File: src/design/ddsl_pkg.sv
// Purpose: constants and carrier types for the dual converter serial load
// Assumes: one clock, synchronous active-high reset
// Notes:   word layout is fixed by the converter's shift word
//
// What this block does
// - the 16-bit word is mode, chan1 enable, chan0 enable, spare, code.
// - mode bit 0 loads both channels on a 0-to-1 strobe edge.
// - mode bit 1 lets the enable bits pick the channels on load.
// - in software mode channel 1 loads only if its enable is 1.
// - in software mode channel 0 loads only if its enable is 1.
// - codes change only on a 0-to-1 load strobe edge, never on shifts.
// - codes are 12-bit straight binary, 000h zero to fffh full scale.
package ddsl_pkg;
    localparam int WORD_W      = 16;
    localparam int CODE_W      = 12;
    localparam int MODE_BIT    = 15;
    localparam int CHAN1_BIT   = 14;
    localparam int CHAN0_BIT   = 13;
    localparam int UNUSED_BIT  = 12;
    localparam logic [7:0] TARGET_CONVERTER = 8'h01;
    localparam int STROBE_BIT  = 3;
    localparam logic [7:0] TARGET_MASK    = 8'hf7;
    localparam logic [7:0] TARGET_RESET   = 8'h00;
    localparam logic [11:0] CODE_RESET     = 12'h000;
    localparam logic [15:0] WORD_RESET     = 16'h0000;

    typedef struct packed {
        logic [CODE_W-1:0] chan1;
        logic [CODE_W-1:0] chan0;
    } ddsl_codes_t;
endpackage

File: src/design/ddsl_shift_word.sv
// Purpose: serial shift word, one bit per data-port write
// Assumes: write strobe is a one-cycle pulse on clock_i
// Notes:   bits enter at the lsb, so the first bit ends up at the top
`timescale 1ns/1ps
module ddsl_shift_word #(
    parameter int WIDTH = 16
) (
    // clock and reset
    input  wire logic             clock_i,
    input  wire logic             rst_i,
    // shift port
    input  wire logic             shift_en_i,
    input  wire logic             bit_i,
    output logic [WIDTH-1:0]      word_o
);
    if (WIDTH < 2) begin : g_width_check
        $error("ddsl_shift_word: WIDTH too small");
    end

    always_ff @(posedge clock_i) begin
        if (rst_i) begin
            word_o <= '0;
        end else if (shift_en_i) begin
            word_o <= {word_o[WIDTH-2:0], bit_i};
        end
    end
endmodule

File: src/design/ddsl_top.sv
// Purpose: dual 12-bit converter load logic behind a serial bit port
// Assumes: host writes arrive as one-cycle strobes on clock_i
// Notes:   the load strobe is a level; only its rising edge loads
`timescale 1ns/1ps
module ddsl_top
    import ddsl_pkg::*;
(
    // clock and reset
    input  wire logic                 clock_i,
    input  wire logic                 rst_i,
    // serial data port write
    input  wire logic                 serial_write_bit_port_we_i,
    input  wire logic [7:0]           serial_write_bit_port_i,
    // serial target select register write
    input  wire logic                 serial_target_select_we_i,
    input  wire logic [7:0]           serial_target_select_i,
    // converter codes and load strobe
    output ddsl_pkg::ddsl_codes_t     codes_o,
    output logic                      load_strobe_o
);
    import ddsl_pkg::*;

    logic [7:0]          target_q;
    logic                strobe_q;
    logic                strobe_prev_q;
    logic [WORD_W-1:0]   dac_load_shift_word;
    logic                load_edge;
    logic                shift_en;
    logic                load_mode_select;
    logic                chan1_en;
    logic                chan0_en;
    logic [CODE_W-1:0]   output_code;
    logic [CODE_W-1:0]   chan1_q;
    logic [CODE_W-1:0]   chan0_q;

    // one load decision for both channels
    function automatic logic chan_takes(input logic mode_bit,
                                        input logic en_bit);
        chan_takes = !mode_bit || en_bit;
    endfunction

    // target bits of a select byte, strobe masked off
    function automatic logic [7:0] target_of(input logic [7:0] sel);
        target_of = sel & TARGET_MASK;
    endfunction

    // bits shift only when converter is target
    assign shift_en = serial_write_bit_port_we_i &&
                      (target_q == TARGET_CONVERTER);

    ddsl_shift_word #(
        .WIDTH(WORD_W)
    ) u_shift (
        .clock_i    (clock_i),
        .rst_i      (rst_i),
        .shift_en_i (shift_en),
        .bit_i      (serial_write_bit_port_i[0]),
        .word_o     (dac_load_shift_word)
    );

    assign load_mode_select = dac_load_shift_word[MODE_BIT];
    assign chan1_en         = dac_load_shift_word[CHAN1_BIT];
    assign chan0_en         = dac_load_shift_word[CHAN0_BIT];
    assign output_code      = dac_load_shift_word[CODE_W-1:0];

    // target held apart from the strobe bit
    always_ff @(posedge clock_i) begin
        if (rst_i) begin
            target_q <= TARGET_RESET;
        end else if (serial_target_select_we_i) begin
            target_q <= target_of(serial_target_select_i);
        end
    end

    // load strobe is select bit 3, a level
    always_ff @(posedge clock_i) begin
        if (rst_i) begin
            strobe_q <= 1'b0;
        end else if (serial_target_select_we_i) begin
            strobe_q <= serial_target_select_i[STROBE_BIT];
        end
    end

    always_ff @(posedge clock_i) begin
        if (rst_i) begin
            strobe_prev_q <= 1'b0;
        end else begin
            strobe_prev_q <= strobe_q;
        end
    end

    assign load_edge = strobe_q && !strobe_prev_q;

    // channel 1 takes the straight binary code
    always_ff @(posedge clock_i) begin
        if (rst_i) begin
            chan1_q <= CODE_RESET;
        end else if (load_edge &&
                     chan_takes(load_mode_select, chan1_en)) begin
            chan1_q <= output_code;
        end
    end

    // channel 0 takes the same code, in software mode only on its own enable
    always_ff @(posedge clock_i) begin
        if (rst_i) begin
            chan0_q <= CODE_RESET;
        end else if (load_edge &&
                     chan_takes(load_mode_select, chan0_en)) begin
            chan0_q <= output_code;
        end
    end

    // codes_o changes only on a strobe rising edge, taking the word as it stands; load_strobe_o is the strobe level
    assign codes_o       = '{chan1: chan1_q, chan0: chan0_q};
    assign load_strobe_o = strobe_q;
endmodule

File: config.mk
export PLATFORM = sky130hd
export DESIGN_NAME = ddsl_top
export DESIGN_NICKNAME = d
export VERILOG_FILES = /design/src/design/ddsl_pkg.sv /design/src/design/ddsl_shift_word.sv /design/src/design/ddsl_top.sv
export SDC_FILE = /design/constraint.sdc
export NUM_CORES = 1
export LEC_CHECK = 0
export BUFFER_PORTS_ARGS = -buffer_cell sky130_fd_sc_hd__buf_2
export CAP_MARGIN = 5
export CORE_ASPECT_RATIO = 0.7
export CORE_MARGIN = 1
export CORE_UTILIZATION = 56
export CTS_CLUSTER_SIZE = 10
export DETAILED_ROUTE_END_ITERATION = 12
export PLACE_DENSITY = 0.83
export SETUP_SLACK_MARGIN = 0.15
export SYNTH_ARGS = -nofsm -noshare
export SYNTH_HDL_FRONTEND = slang
export SYNTH_SLANG_ARGS = --single-unit
File: constraint.sdc
create_clock -name clock_i -period 3.45 [get_ports clock_i]
set_input_delay 0.5175 -clock clock_i [delete_from_list [all_inputs] [get_ports clock_i]]
set_output_delay 0.5175 -clock clock_i [all_outputs]
set_load 0.1 [all_outputs]
* After elaboration in Yosys (flattened, before gate mapping)
Index checks and enable logic that the tools add are counted.
** Cells by class
- Reductions and logical operators :: 8
- Equal/unequal tests :: 1
** Operator list (number)
- 7-bit by 1-bit equality test with 1-bit output (second input constant) :: 1
- 1-bit logical AND :: 4
- 1-bit zero test :: 2
- 1-bit logical OR :: 2
** Storage, ports and cells
- Flip-flop bits (word level) :: 49

* Longest topological paths before layout
- Depth after elaboration :: 3
- Mapped depth :: 5
- Gate-level depth less buffers :: 3

* Modules after synthesis
Synthesis repeated with hierarchy kept, for this count alone.
** Unflattened totals
- Cell total of the unflattened synthesis :: 179
- Area total of the unflattened synthesis :: 1935.6 um^2
** Modules (own cells, without submodules)
- ddsl_top :: instances 1, cells an instance 127, seq. area each 660.6 um^2, area an instance 1355.0 um^2
- ddsl_shift_word :: instances 1, cells an instance 52, seq. area each 320.3 um^2, area an instance 580.6 um^2

* Least setup slack after synthesis
No wires, ideal clock.
- Kind :: register -> register
- From :: register strobe_q, in the netlist load_strobe_o
- To :: register chan0_q[10]
- Path slack :: 1.630 ns
- Stages on the path, launching flop included :: 6
- Arrival :: 1.749 ns
- Library setup time :: 0.071 ns
- Data required time :: 3.379 ns
- Path buffers :: 2
- Cells stage by stage :: dfxtp_1 > nor2b_1 > clkbuf_1 > buf_2 > nand3_1 > a21oi_1
** Between the ends
- Word-level cells in the longest chain between the ends :: 2
** RTL lines
- start, declared :: RTL line ddsl_top.sv:24 : logic strobe_q;
- start signal, assigned :: RTL line ddsl_top.sv:80 : strobe_q <= serial_target_select_i[STROBE_BIT];
- 1-bit logical AND :: RTL line ddsl_top.sv:92 : assign load_edge = strobe_q && !strobe_prev_q;
- 1-bit logical AND :: RTL line ddsl_top.sv:108 : end else if (load_edge &&
- end signal, assigned :: RTL line ddsl_top.sv:110 : chan0_q <= output_code;
- end, declared :: RTL line ddsl_top.sv:34 : logic [CODE_W-1:0] chan0_q;
Every way passes these cells.
A chain may end at the register's enable or synchronous reset.

* Final worst setup path
- From :: register target_q[4]
- To :: register u_shift.word_o[8]
** Between the ends
- Word-level cells in the longest chain between the ends :: 2
** RTL lines
- start, declared :: RTL line ddsl_top.sv:23 : logic [7:0] target_q;
- start signal, assigned :: RTL line ddsl_top.sv:71 : target_q <= target_of(serial_target_select_i);
- 7-bit by 1-bit equality test with 1-bit output :: RTL line ddsl_top.sv:49 : (target_q == TARGET_CONVERTER);
- 1-bit logical AND :: RTL line ddsl_top.sv:48 : assign shift_en = serial_write_bit_port_we_i &&
- end signal, assigned :: RTL line ddsl_shift_word.sv:24 : word_o <= {word_o[WIDTH-2:0], bit_i};
- end, declared :: RTL line ddsl_shift_word.sv:14 : output logic [WIDTH-1:0] word_o
Every way passes these cells.

==> impl_metrics.json <==
{
  "max_stage_delay_ns": 0.67,
  "wl_um": 3649,
  "synth-seq-cells": 49,
  "drc": 0,
  "fp.dieW_um": 71.75,
  "first_iter_violations": 129,
  "fmax_ghz": 0.5785,
  "multi_input_area_um2": 835.8,
  "synth.avg_cell_area_um2": 9.630,
  "rsz0062_at_grt": "no",
  "io_buffers": 37,
  "hpwl_um": 2479,
  "min_path_type": "in2reg",
  "nFillCells": 272,
  "synth_area_um2": 1907,
  "cts_tree": "yes",
  "n_antenna_cell": 0,
  "switchingPower_uw": 215.0,
  "cts_resized": 0,
  "start_util_pct": 59.76,
  "seq_area_um2": 980.9,
  "cp_top_family": "simple AND/OR/NAND/NOR gates",
  "vdd_ir_drop_max_mv": 0.2997,
  "slew_headroom_pct": 48.13,
  "drive_gt1_share_pct": 21.15,
  "route.vias.total": 1471,
  "dieArea_um2": 3646,
  "htreeDepth": 2,
  "setup_viol": 0,
  "fin_crit_ns": 1.729,
  "ioPinCount": 45,
  "ys_seq_area_share_pct": 51.44,
  "track_usage_pct": 22.24,
  "setup_tns_ns": 0,
  "row_count": 17,
  "power_frac_seq_pct": 58.4,
  "crit_fanout": 14,
  "outcome": "finished clean",
  "routed_via_density": 5.551,
  "tightest_slew_ns": 0.7780,
  "synth_top_area_share_pct": 51.44,
  "place_congestion": 0.7771,
  "p_per_area_nw_per_um2": 457.9,
  "cts_buffers": 5,
  "synth_cell_types": 16,
  "clock_sinks": 49,
  "first_pass_iters": 4,
  "syn_inst": 198,
  "area_growth_pct": 13.19,
  "worst_ep_arrival_time_ns": 1.94,
  "cts-hold-fix-buffers": 0,
  "synth_top_area_cell": "dfxtp_1",
  "cp-end-kind": "flip-flop",
  "syn_nets": 218,
  "final_max_slew_viol_count": 0,
  "cts-root-buf": "clkbuf_8",
  "first_global_vias": 1285,
  "synth_warnings": 0,
  "synth_edf_count": 0,
  "grt_pass1_wl_um": 6189,
  "synth_ff_type": "dfxtp_1",
  "wl_per_cell_um": 13.77,
  "required_ns": 3.66,
  "path_class": "reg2reg",
  "p_int_uw": 773.2,
  "hold_violations": 0,
  "overflow": 0,
  "crit_buf_inv": 0,
  "post_cts_buffers": 0,
  "p_total_uw": 988.2,
  "core-area_um2": 3191,
  "start_kind": "flip-flop",
  "path_clk_slew_ns": 0.09,
  "antenna_found_initial": 0,
  "fin_skew_ns": 0.007966,
  "synth_common_cells": "49 x dfxtp_1, 25 x o21ai_0, 24 x a21oi_1, 24 x nand3_1, 23 x mux2i_1",
  "synth_area_leaders": "dfxtp_1 51%, mux2i_1 12%, o21ai_0 6.6%",
  "die_h_um": 50.82,
  "drtAntennaViolNets": 0,
  "p_clk_share_pct": 36.2,
  "min_period_over_period_pct": 50.11,
  "cap_violations": 0,
  "grt_max_degree": 51,
  "slowest_stage": "and2_1",
  "p_sw_share_pct": 21.76,
  "clk_latency_ns": 0.30,
  "synth.most_common_cell": "dfxtp_1",
  "async_flop_share_pct": 0,
  "fin_nets": 246,
  "crit_chain": "nor4b_4, and2_1, mux2i_1",
  "combPwrFrac_pct": 5.4,
  "power.leakage_nw": 0.8528,
  "cts_buffer_depth": 2
}
[registers in the layout, indices dropped and copies added, names as in the netlist]
register and count:
chan0_q 12, chan1_q 12, load_strobe_o 1, strobe_prev_q 1, target_q 7, u_shift.word_o 16
[worst paths after layout]
path	start	endpoint	slack (ns)	depth (start not counted)
setup / recovery	target_q[4]	u_shift.word_o[8]	1.72	3
hold / removal	serial_target_select_i[3]	load_strobe_o	0.45	3
setup reg to reg	target_q[4]	u_shift.word_o[8]	1.72	3
hold reg to reg	chan0_q[7]	chan0_q[7]	0.47	2
[layout make-up]
type / count / area share, %
Sequential cell: 49 / 45.45
Multi-Input combinational cell: 132 / 38.72
Clock buffer: 7 / 4.464
Clock inverter: 1 / 0.2319
Tap cell: 38 / 2.203
Timing Repair Buffer: 38 / 8.928
[worst register-to-register path: cells and delay by family (launching register included)]
kind | cells | cell delay (ns)
simple gates | 2 | 1.00
flops | 1 | 0.34
mux | 1 | 0.31
[power by group through the flow]
stage | Clock (mW) | Sequential [mW] | Combinational (mW)
global route | 0.393 | 0.578 | 0.0584
detailed placement | 0 | 0.590 | 0.0529
global placement | 0 | 0.590 | 0.0519
finish | 0.358 | 0.577 | 0.0535
CTS | 0.362 | 0.577 | 0.0530
floorplan | 0 | 0.595 | 0.0371
[logic make-up (layout without fill, tap and decap cells)]
family,count (synthesis),count (layout),share of synthesized area (%)
muxes,23,23,12.07
and+or+nand+nor,60,60,18.90
AOI/OAI and AO/OA,49,49,12.86
DFF,49,49,51.44
buffers and inverters,17,46,4.725
[cell usage in the layout (no fill, tap or decap)]
cell / Yosys / routed
dfxtp_1: 49 / 49
nand2b_1: 19 / 19
nor4b_4: 2 / 2
nand2_1: 1 / 1
nor2b_1: 4 / 4
buf_2: 2 / 37
nand3_1: 24 / 24
nand4b_1: 1 / 1
mux2i_1: 23 / 23
clkinv_2: 0 / 1
buf_4: 0 / 1
nor2_1: 8 / 8
and2_1: 1 / 1
o21ai_0: 25 / 25
a21oi_1: 24 / 24
clkbuf_8: 0 / 7
[metal layers]
| metal | wire length [µm] | track usage [%] | up-vias |
|---|---|---|---|
| li1 | - | - | 746 |
| met1 | 1938 | 35.22 | 687 |
| met2 | 1504 | 30.03 | 35 |
| met3 | 187 | 4.734 | 3 |
| met4 | 19 | 5.882 | 0 |
| met5 | 0 | 0 | - |
[through the flow]
stage	worst slack [ns]	cells	instance area (µm²)	hold slack (ns)	util (%)
after floorplan	1.630	198	1907	0.4573	-
after global placement	1.619	257	2057	0.4604	64.47
after detailed placement	1.551	257	2057	0.4636	64.47
after CTS	1.731	265	2158	0.4493	67.65
after global routing	1.628	265	2158	0.4560	67.65
final	1.721	265	2158	0.4517	67.65
(Power assumes the default switching activity.)
